File: config.mk
export PLATFORM = sky130hd
export DESIGN_NAME = motion_dev_flat
export DESIGN_NICKNAME = d
export VERILOG_FILES = /design/src/logic/motion_pkg.sv /design/src/logic/motion_if.sv /design/src/logic/motion_dev.sv /design/src/flat_wrapper.sv
export VERILOG_INCLUDE_DIRS = /design/src /design/src/logic
export SDC_FILE = /design/constraint.sdc
export NUM_CORES = 2
export LEC_CHECK = 0
export CAP_MARGIN = 20
export CORE_MARGIN = 1
export CORE_UTILIZATION = 55
export CTS_CLUSTER_DIAMETER = 50
export DETAILED_ROUTE_END_ITERATION = 10
export DONT_BUFFER_PORTS = 1
export PLACE_DENSITY = 0.79
export SETUP_SLACK_MARGIN = 0.3
export SYNTH_ARGS = -nofsm -noshare
export SYNTH_HDL_FRONTEND = slang
export SYNTH_SLANG_ARGS = --single-unit
File: constraint.sdc
create_clock -name SYS_CLK -period 7.46 [get_ports SYS_CLK]
set_input_delay 1.119 -clock SYS_CLK [delete_from_list [all_inputs] [get_ports SYS_CLK]]
set_output_delay 1.119 -clock SYS_CLK [all_outputs]
set_load 0.1 [all_outputs]
File: src/logic/motion_regs.svh
// constants for the staged positioning command link and its controller
`ifndef MOTION_REGS_SVH
`define MOTION_REGS_SVH

// frame layout, bit positions inside the 64-bit frame (byte n at bits 8n+7..8n)
`define FRM_START_BIT 0
`define FRM_SERVO_BIT 1
`define FRM_CODE_LSB 8
`define FRM_INC_BIT 24
`define FRM_DATA_LSB 32

// command codes
`define CODE_NONE 4'h0
`define CODE_NOTCH 4'h3
`define CODE_MULTI 4'h4

// stage table limits and defaults
`define STAGE_MAX 5'h10
`define POS_MAX 32'h05F5_E0FF
`define SPD_MIN 18'h0_0001
`define SPD_MAX 18'h3_A980
`define SPD_DEF 18'h0_5DC0

// setting indices on the parameter port
`define PIX_COUNT 6'h00
`define PIX_FEED 6'h01
`define PIX_POS0 6'h02
`define PIX_SPD0 6'h12
`define PIX_NOTCH0 6'h22
`define PIX_NOTCH1 6'h23

// controller registers, byte offsets
`define REG_TARGET 8'h00
`define REG_CMD 8'h04
`define REG_PIDX 8'h08
`define REG_PDATA 8'h0C
`define REG_STATUS 8'h10
`define REG_POS 8'h14

// controller command register fields
`define CMD_INC_BIT 4
`define CMD_SERVO_BIT 8

`endif

File: src/logic/motion_pkg.sv
// types for the master and device ends of the positioning command link, each end using its own state type
`default_nettype none
package motion_pkg;
    typedef enum logic [1:0] {DEV_IDLE, DEV_NOTCH, DEV_MULTI} dev_state_t;
    typedef enum logic [2:0] {MS_IDLE, MS_CLEAR, MS_DATA, MS_CODE, MS_START} mst_state_t;
    typedef logic signed [31:0] pos_t;
    typedef logic [17:0] speed_t;
endpackage
`default_nettype wire

File: src/logic/motion_if.sv
// link between the network master and the positioning device
`timescale 1ns/1ns
`default_nettype none
interface motion_if;
    logic [63:0] frame;
    logic param_wr;
    logic [5:0] param_idx;
    logic [31:0] param_data;
    logic busy;
    logic [1:0] notch;
    logic [4:0] stage;
    logic [31:0] position;

    modport dev (
        input frame,
        input param_wr,
        input param_idx,
        input param_data,
        output busy,
        output notch,
        output stage,
        output position
    );

    modport mst (
        output frame,
        output param_wr,
        output param_idx,
        output param_data,
        input busy,
        input notch,
        input stage,
        input position
    );
endinterface
`default_nettype wire

File: src/logic/motion_dev.sv
// device end: decodes command frames and runs notch or staged positioning
//
// Functional notes
// - master clears command code before a command
// - master holds servo-on before starting movement
// - relative target is present position plus data
// - target data in bytes 4-7, captured at start
// - code 3 runs positioning with notch outputs
// - code 4 runs multi-speed positioning
// - code written last; start on start-bit rise
// - reaching stage position switches to its speed
// - up to 16 stages, count 0..16, default 0
// - stage positions 0..99,999,999, default zero
// - speeds 1..240,000, default 24,000
// - master leaves stage settings alone while running
// - two notch outputs set when passing notch
`timescale 1ns/1ns
`default_nettype none
`include "motion_regs.svh"
module motion_dev (
    input wire logic SYS_CLK,
    input wire logic SYS_RST,
    motion_if.dev LINK,
    input wire motion_pkg::pos_t AXIS_POS,
    input wire logic AXIS_DONE,
    output motion_pkg::pos_t AXIS_TARGET,
    output motion_pkg::speed_t AXIS_SPEED,
    output logic AXIS_GO,
    output logic AXIS_RUN
);
    import motion_pkg::*;

    ////////////////////////////////////////////////////////////////////////////////
    // frame fields

    logic start_bit;
    logic servo_bit;
    logic [3:0] code_field;
    logic inc_bit;
    pos_t data_field;

    assign start_bit = LINK.frame[`FRM_START_BIT];
    assign servo_bit = LINK.frame[`FRM_SERVO_BIT];
    assign code_field = LINK.frame[`FRM_CODE_LSB +: 4];
    assign inc_bit = LINK.frame[`FRM_INC_BIT];
    assign data_field = pos_t'(LINK.frame[`FRM_DATA_LSB +: 32]);

    ////////////////////////////////////////////////////////////////////////////////
    // settings

    logic [4:0] count_reg;
    speed_t feed_reg;
    pos_t stage_pos_reg [16];
    speed_t stage_spd_reg [16];
    pos_t notch_pos_reg [2];
    logic [5:0] pidx;
    logic [31:0] pdata;
    logic spd_ok;
    logic pos_ok;

    assign pidx = LINK.param_idx;
    assign pdata = LINK.param_data;
    // out-of-range writes are dropped so the table never holds an illegal value
    assign spd_ok = pdata >= {14'h0000, `SPD_MIN} && pdata <= {14'h0000, `SPD_MAX};
    assign pos_ok = pdata <= `POS_MAX;

    always_ff @(posedge SYS_CLK) begin
        if (SYS_RST) begin
            count_reg <= 5'h00;
        end else if (LINK.param_wr && pidx == `PIX_COUNT && pdata <= 32'(`STAGE_MAX)) begin
            count_reg <= pdata[4:0];
        end
    end

    always_ff @(posedge SYS_CLK) begin
        if (SYS_RST) begin
            feed_reg <= `SPD_DEF;
        end else if (LINK.param_wr && pidx == `PIX_FEED && spd_ok) begin
            feed_reg <= pdata[17:0];
        end
    end

    always_ff @(posedge SYS_CLK) begin
        if (SYS_RST) begin
            for (int i = 0; i < 16; i++) begin
                stage_pos_reg[i] <= 32'sh0000_0000;
                stage_spd_reg[i] <= `SPD_DEF;
            end
        end else if (LINK.param_wr) begin
            for (int i = 0; i < 16; i++) begin
                if (pidx == `PIX_POS0 + 6'(i) && pos_ok) begin
                    stage_pos_reg[i] <= pos_t'(pdata);
                end
                if (pidx == `PIX_SPD0 + 6'(i) && spd_ok) begin
                    stage_spd_reg[i] <= pdata[17:0];
                end
            end
        end
    end

    always_ff @(posedge SYS_CLK) begin
        if (SYS_RST) begin
            notch_pos_reg[0] <= 32'sh0000_0000;
            notch_pos_reg[1] <= 32'sh0000_0000;
        end else if (LINK.param_wr && pidx == `PIX_NOTCH0) begin
            notch_pos_reg[0] <= pos_t'(pdata);
        end else if (LINK.param_wr && pidx == `PIX_NOTCH1) begin
            notch_pos_reg[1] <= pos_t'(pdata);
        end
    end

    ////////////////////////////////////////////////////////////////////////////////
    // command start

    logic start_d_reg;
    logic start_rise;
    logic accept;
    pos_t target_next;
    dev_state_t state_reg;

    always_ff @(posedge SYS_CLK) begin
        if (SYS_RST) begin
            start_d_reg <= 1'b0;
        end else begin
            start_d_reg <= start_bit;
        end
    end

    assign start_rise = start_bit && !start_d_reg;
    // a rise while a move is under way is ignored, never queued
    assign accept = start_rise && servo_bit && state_reg == DEV_IDLE
        && (code_field == `CODE_NOTCH || code_field == `CODE_MULTI);
    assign target_next = inc_bit ? AXIS_POS + data_field : data_field;

    ////////////////////////////////////////////////////////////////////////////////
    // move control

    logic dir_up_reg;
    pos_t start_pos_reg;
    logic [4:0] stage_reg;
    logic stage_live;
    logic stage_hit;
    pos_t stage_pos;

    assign stage_live = stage_reg < count_reg;
    assign stage_pos = stage_pos_reg[stage_reg[3:0]];
    assign stage_hit = state_reg == DEV_MULTI && stage_live
        && (dir_up_reg ? AXIS_POS >= stage_pos : AXIS_POS <= stage_pos);

    always_ff @(posedge SYS_CLK) begin
        if (SYS_RST) begin
            state_reg <= DEV_IDLE;
        end else begin
            unique case (state_reg)
                DEV_IDLE: begin
                    if (accept) begin
                        state_reg <= code_field == `CODE_MULTI ? DEV_MULTI : DEV_NOTCH;
                    end
                end
                DEV_NOTCH, DEV_MULTI: begin
                    // dropping servo-on also ends the move
                    if (AXIS_DONE || !servo_bit) begin
                        state_reg <= DEV_IDLE;
                    end
                end
            endcase
        end
    end

    always_ff @(posedge SYS_CLK) begin
        if (SYS_RST) begin
            AXIS_TARGET <= 32'sh0000_0000;
            dir_up_reg <= 1'b1;
            start_pos_reg <= 32'sh0000_0000;
        end else if (accept) begin
            AXIS_TARGET <= target_next;
            dir_up_reg <= target_next >= AXIS_POS;
            start_pos_reg <= AXIS_POS;
        end
    end

    always_ff @(posedge SYS_CLK) begin
        if (SYS_RST) begin
            AXIS_SPEED <= `SPD_DEF;
            stage_reg <= 5'h00;
        end else if (accept) begin
            AXIS_SPEED <= feed_reg;
            stage_reg <= 5'h00;
        end else if (stage_hit) begin
            AXIS_SPEED <= stage_spd_reg[stage_reg[3:0]];
            stage_reg <= stage_reg + 5'h01;
        end
    end

    always_ff @(posedge SYS_CLK) begin
        if (SYS_RST) begin
            AXIS_GO <= 1'b0;
        end else begin
            AXIS_GO <= accept;
        end
    end

    assign AXIS_RUN = state_reg != DEV_IDLE;

    ////////////////////////////////////////////////////////////////////////////////
    // notch outputs

    logic [1:0] notch_reg;

    for (genvar k = 0; k < 2; k++) begin : g_notch
        logic passed;
        assign passed = dir_up_reg
            ? (start_pos_reg < notch_pos_reg[k] && AXIS_POS >= notch_pos_reg[k])
            : (start_pos_reg > notch_pos_reg[k] && AXIS_POS <= notch_pos_reg[k]);
        always_ff @(posedge SYS_CLK) begin
            if (SYS_RST) begin
                notch_reg[k] <= 1'b0;
            end else if (accept) begin
                notch_reg[k] <= 1'b0;
            end else if (state_reg == DEV_NOTCH && passed) begin
                notch_reg[k] <= 1'b1;
            end
        end
    end

    ////////////////////////////////////////////////////////////////////////////////
    // status back to the master

    logic [31:0] pos_reg;

    always_ff @(posedge SYS_CLK) begin
        if (SYS_RST) begin
            pos_reg <= 32'h0000_0000;
        end else begin
            pos_reg <= AXIS_POS;
        end
    end

    // busy lets the master keep the stage table still during a move
    assign LINK.busy = AXIS_RUN;
    assign LINK.notch = notch_reg;
    assign LINK.stage = stage_reg;
    assign LINK.position = pos_reg;
endmodule
`default_nettype wire

File: src/flat_wrapper.sv
// flat-port wrapper written by rule: the top's interface ports become plain ports
module motion_dev_flat import motion_pkg::*;
  (SYS_CLK, SYS_RST, AXIS_POS, AXIS_DONE, AXIS_TARGET, AXIS_SPEED, AXIS_GO, AXIS_RUN, LINK_frame, LINK_param_wr, LINK_param_idx, LINK_param_data, LINK_busy, LINK_notch, LINK_stage, LINK_position);
  motion_if LINK_i ();
  input wire logic SYS_CLK;
  input wire logic SYS_RST;
  input wire motion_pkg::pos_t AXIS_POS;
  input wire logic AXIS_DONE;
  output motion_pkg::pos_t AXIS_TARGET;
  output motion_pkg::speed_t AXIS_SPEED;
  output logic AXIS_GO;
  output logic AXIS_RUN;
  input wire logic [$bits(LINK_i.frame)-1:0] LINK_frame;
  input wire logic [$bits(LINK_i.param_wr)-1:0] LINK_param_wr;
  input wire logic [$bits(LINK_i.param_idx)-1:0] LINK_param_idx;
  input wire logic [$bits(LINK_i.param_data)-1:0] LINK_param_data;
  output wire logic [$bits(LINK_i.busy)-1:0] LINK_busy;
  output wire logic [$bits(LINK_i.notch)-1:0] LINK_notch;
  output wire logic [$bits(LINK_i.stage)-1:0] LINK_stage;
  output wire logic [$bits(LINK_i.position)-1:0] LINK_position;
  assign LINK_i.frame = LINK_frame;
  assign LINK_i.param_wr = LINK_param_wr;
  assign LINK_i.param_idx = LINK_param_idx;
  assign LINK_i.param_data = LINK_param_data;
  assign LINK_busy = LINK_i.busy;
  assign LINK_notch = LINK_i.notch;
  assign LINK_stage = LINK_i.stage;
  assign LINK_position = LINK_i.position;
  motion_dev u_core (.SYS_CLK(SYS_CLK), .SYS_RST(SYS_RST), .LINK(LINK_i), .AXIS_POS(AXIS_POS), .AXIS_DONE(AXIS_DONE), .AXIS_TARGET(AXIS_TARGET), .AXIS_SPEED(AXIS_SPEED), .AXIS_GO(AXIS_GO), .AXIS_RUN(AXIS_RUN));
endmodule
==> reports/summary.txt <==
Status: finished clean
Comb power frac: 0.072
Fillers: 5922
RSZ-0062 raised after global routing: no
Site Rows: 106
Layout cell share with drive strength beyond 1: 0.155
Max-cap viol count: 0
FMAX: 167 MHz
Core Area: 0.0841 mm²
Syn. warnings: 0
TritonCTS Buffers: 103
Routed len/inst: 27.6 µm
Dominant synthesized flop cell: edfxtp_1
Post-synthesis mux area share: 0.135
Power share of the sequential group: 0.525
Critical Path Source Type: flip-flop
Post-layout util: 0.616
Iter 0 DRT Violations: 3353
Gpl congestion: 0.917
CTS tree: yes
Post-CTS sizing: 0
Largest net degree at the start of global routing: 151
CTS Hold Bufs: 0
Drt total wl: 128 mm
Worst Skew: 33.1 ps
Post-synth EDFFs: 864
Pre-CTS setup slack: 1550 ps
Final Cycle Share: 0.804
Clock Tree Root: clkbuf_16
Post-Synthesis Cells: 3405
CTS Buffer Depth: 3
Seq/Total Area, Yosys: 0.617
Syn Area/Cell: 13.8 µm²
Post-Synth Simple-Gate Area: 0.0987
TritonRoute pass-1 iters: 6
Final count of hold timing violations: 0
Net Switching: 3.05 mW
Share of the synthesized area in the top cell type: 0.552
Fin nets: 3796
Critical Path Fanout Max: 36
LEAKAGE: 18.6 nW
FF+latch count, synth: 1017
Antenna-violating nets left: 0
Initial antenna violation count: 4
Sw Ratio: 0.239
R2r endpoint: u_core.AXIS_SPEED[1]$_SDFFE_PP0P_
Final setup viols: 0
Syn-to-layout area delta: 10.2%
GRT overflow: 0
Pins over their slew limit: 0
Synth area leader: edfxtp_1
Clk slew on worst S/H paths: 60 ps
Maximum vdd drop: 202 µV
Post-Route Setup TNS: 0 ps
Slew of the pin with the lowest slew margin: 1180 ps
Critical Path RT: 7970 ps
Worst Path Arrival: 6510 ps
Pint: 9.69 mW
Die W: 294 µm
I/O pin count: 230
Clock Latency Late Sink: 680 ps
Die Span Y: 294 µm
Max reg flops: 512
Crit Path Class: flip-flop to flip-flop
Worst setup EP type: flip-flop
Post-route cell area: 0.0518 mm²
DR vias/cell: 6.42
Vias in the first global route: 29757
Global-route wire length before repair: 186 mm
Reg-to-reg slack, setup: 1470 ps
Setup ws final: 1470 ps
Vias post-DR: 29829
Post-synthesis xor/xnor area fraction: 0.00634
Post-synthesis cell area: 0.0470 mm²
H-tree Lvls: 3
GR Util All Layers: 0.295
Synth cell types: 70
Top cells by area, synth: edfxtp_1 55%, mux4_2 12%, dfxtp_1 6.5%
Clk sinks: 1017
Post-CTS Setup Bufs: 0
Largest family of logic cells by synthesized area: multiplexers
Ys async rst share: 0
Cells on worst reg2reg path: 14
Initial Utilization: 0.559
DRC: 0
Compound-Gate Fraction of Synth Area: 0.0503
Post-Synth Adder-Cell Area: 0.0619
Post-Place Cell Area: 0.0484 mm²
Clock Power Share: 0.403
Worst slew margin: 0.208
P per Cell Area: 246 mW/mm²
Worst Hold Class: flip-flop to flip-flop
Die ar.: 0.0866 mm²
CP Capture Point: u_core.AXIS_SPEED[1]$_SDFFE_PP0P_
Crit path time final: 5990 ps
Number of I/O port buffers: 0
Dpl hpwl: 80.4 mm
## routing by layer
| layer | wire length [µm] | vias up | share of wire | global-route usage |
|---|---|---|---|---|
| met5 | 12 | - | 0.000094 | 0 |
| met4 | 7410 | 2 | 0.058 | 0.172 |
| met3 | 15300 | 395 | 0.12 | 0.0730 |
| met2 | 61900 | 2122 | 0.48 | 0.484 |
| met1 | 43600 | 14624 | 0.34 | 0.355 |
| li1 | - | 12686 | - | - |
## critical path, stage by stage, from the launching register on
cell      delay [ps]
dfxtp_4          860
buf_4            510
mux4_2           560
mux4_2           480
inv_1             90
ha_1             150
nand4_1          190
nor4_1           770
a31oi_1          270
nand3_1          370
nand4b_1         240
nor2_2           540
buf_4            370
mux2i_1          260
o21ai_0          110
## Yosys cell counts (all sizes together) (3+ instances only)
master / number
clkbuf: 150
and2: 12
xor2: 8
nor2b: 21
o31ai: 3
inv: 179
a31oi: 11
o21bai: 5
xnor2: 26
nor3: 16
a211oi: 16
o21ai: 67
nand2: 248
o211ai: 9
mux2i: 44
and3: 5
dfxtp: 153
mux2: 24
o21a: 8
ha: 231
o211a: 6
a221o: 3
mux4: 250
a221oi: 3
or2: 52
nor4: 12
nor2: 529
a21o: 59
or4: 5
nand4: 52
and4: 4
nand2b: 16
a2111oi: 7
a31o: 3
a21oi: 162
or3: 33
nand3: 33
edfxtp: 864
a311oi: 3
a211o: 4
buf: 45
## cells by family (layout without fill, tap and decap cells)
logic type,count (synthesis),after routing
simple gates,1046,1046
flops,1017,1017
compound gates,383,383
buf+inv,374,434
mux,318,318
fa+ha+maj,232,232
xor+xnor,34,34
other cells,1,51
## power groups by stage
stage,Combinational [mW],Clock [mW],Sequential [mW]
4_1_cts,0.902,5.13,6.68
6_report,0.921,5.13,6.68
5_1_grt,0.990,5.33,6.70
2_1_floorplan,0.641,0,6.75
3_3_place_gp,0.869,0,6.76
3_5_place_dp,0.891,0,6.79
## metrics by stage
step                      total power, mW  hold slack [ps]  cells
after global routing                 13.0              479   4648
after global placement               7.63              433   4454
after CTS                            12.7              457   4647
final                                12.7              459   4649
after floorplan                      7.39              425   3454
after detailed placement             7.68              442   4454
## area by class of cell
type                            instances  area (µm²)  area share
Inverter                              179         673      0.0130
Clock buffer                          120        2700      0.0522
Tap cell                             1134        1420      0.0274
Clock inverter                         73         647      0.0125
Timing Repair Buffer                   62         510     0.00985
Sequential cell                      1017       29000       0.560
Antenna cell                            1        2.50   0.0000483
Multi-Input combinational cell       2063       16800       0.325
## how the worst min path moves through the flow
stage	startpoint	endpoint	depth (start not counted)
3_3_place_gp	u_core.feed_reg[3]$_SDFFE_PP0P_	u_core.AXIS_SPEED[3]$_SDFFE_PP0P_	2
5_1_grt	u_core.feed_reg[0]$_SDFFE_PP0P_	u_core.AXIS_SPEED[0]$_SDFFE_PP0P_	2
6_report	u_core.feed_reg[3]$_SDFFE_PP0P_	u_core.AXIS_SPEED[3]$_SDFFE_PP0P_	2
3_5_place_dp	u_core.feed_reg[2]$_SDFFE_PP0P_	u_core.AXIS_SPEED[2]$_SDFFE_PP0P_	2
4_1_cts	u_core.feed_reg[3]$_SDFFE_PP0P_	u_core.AXIS_SPEED[3]$_SDFFE_PP0P_	2
2_1_floorplan	u_core.feed_reg[0]$_SDFFE_PP0P_	u_core.AXIS_SPEED[0]$_SDFFE_PP0P_	2
## cell usage in the layout, fill, tap and decap left out, types with 15 or more instances in the layout
master,n
a211oi_1,15
a21o_1,59
a21oi_1,162
buf_4,58
clkbuf_16,105
clkinv_1,28
conb_1,50
dfxtp_1,149
edfxtp_1,864
ha_1,231
inv_1,177
mux2_2,24
mux2i_1,44
mux4_2,250
nand2_1,229
nand2_2,19
nand2b_1,16
nand3_1,30
nand4_1,51
nor2_1,528
nor2b_1,21
nor3_1,16
o21ai_0,59
or2_1,42
or3_1,33
xnor2_1,26
Note: power is estimated with default switching activity, not from simulation.
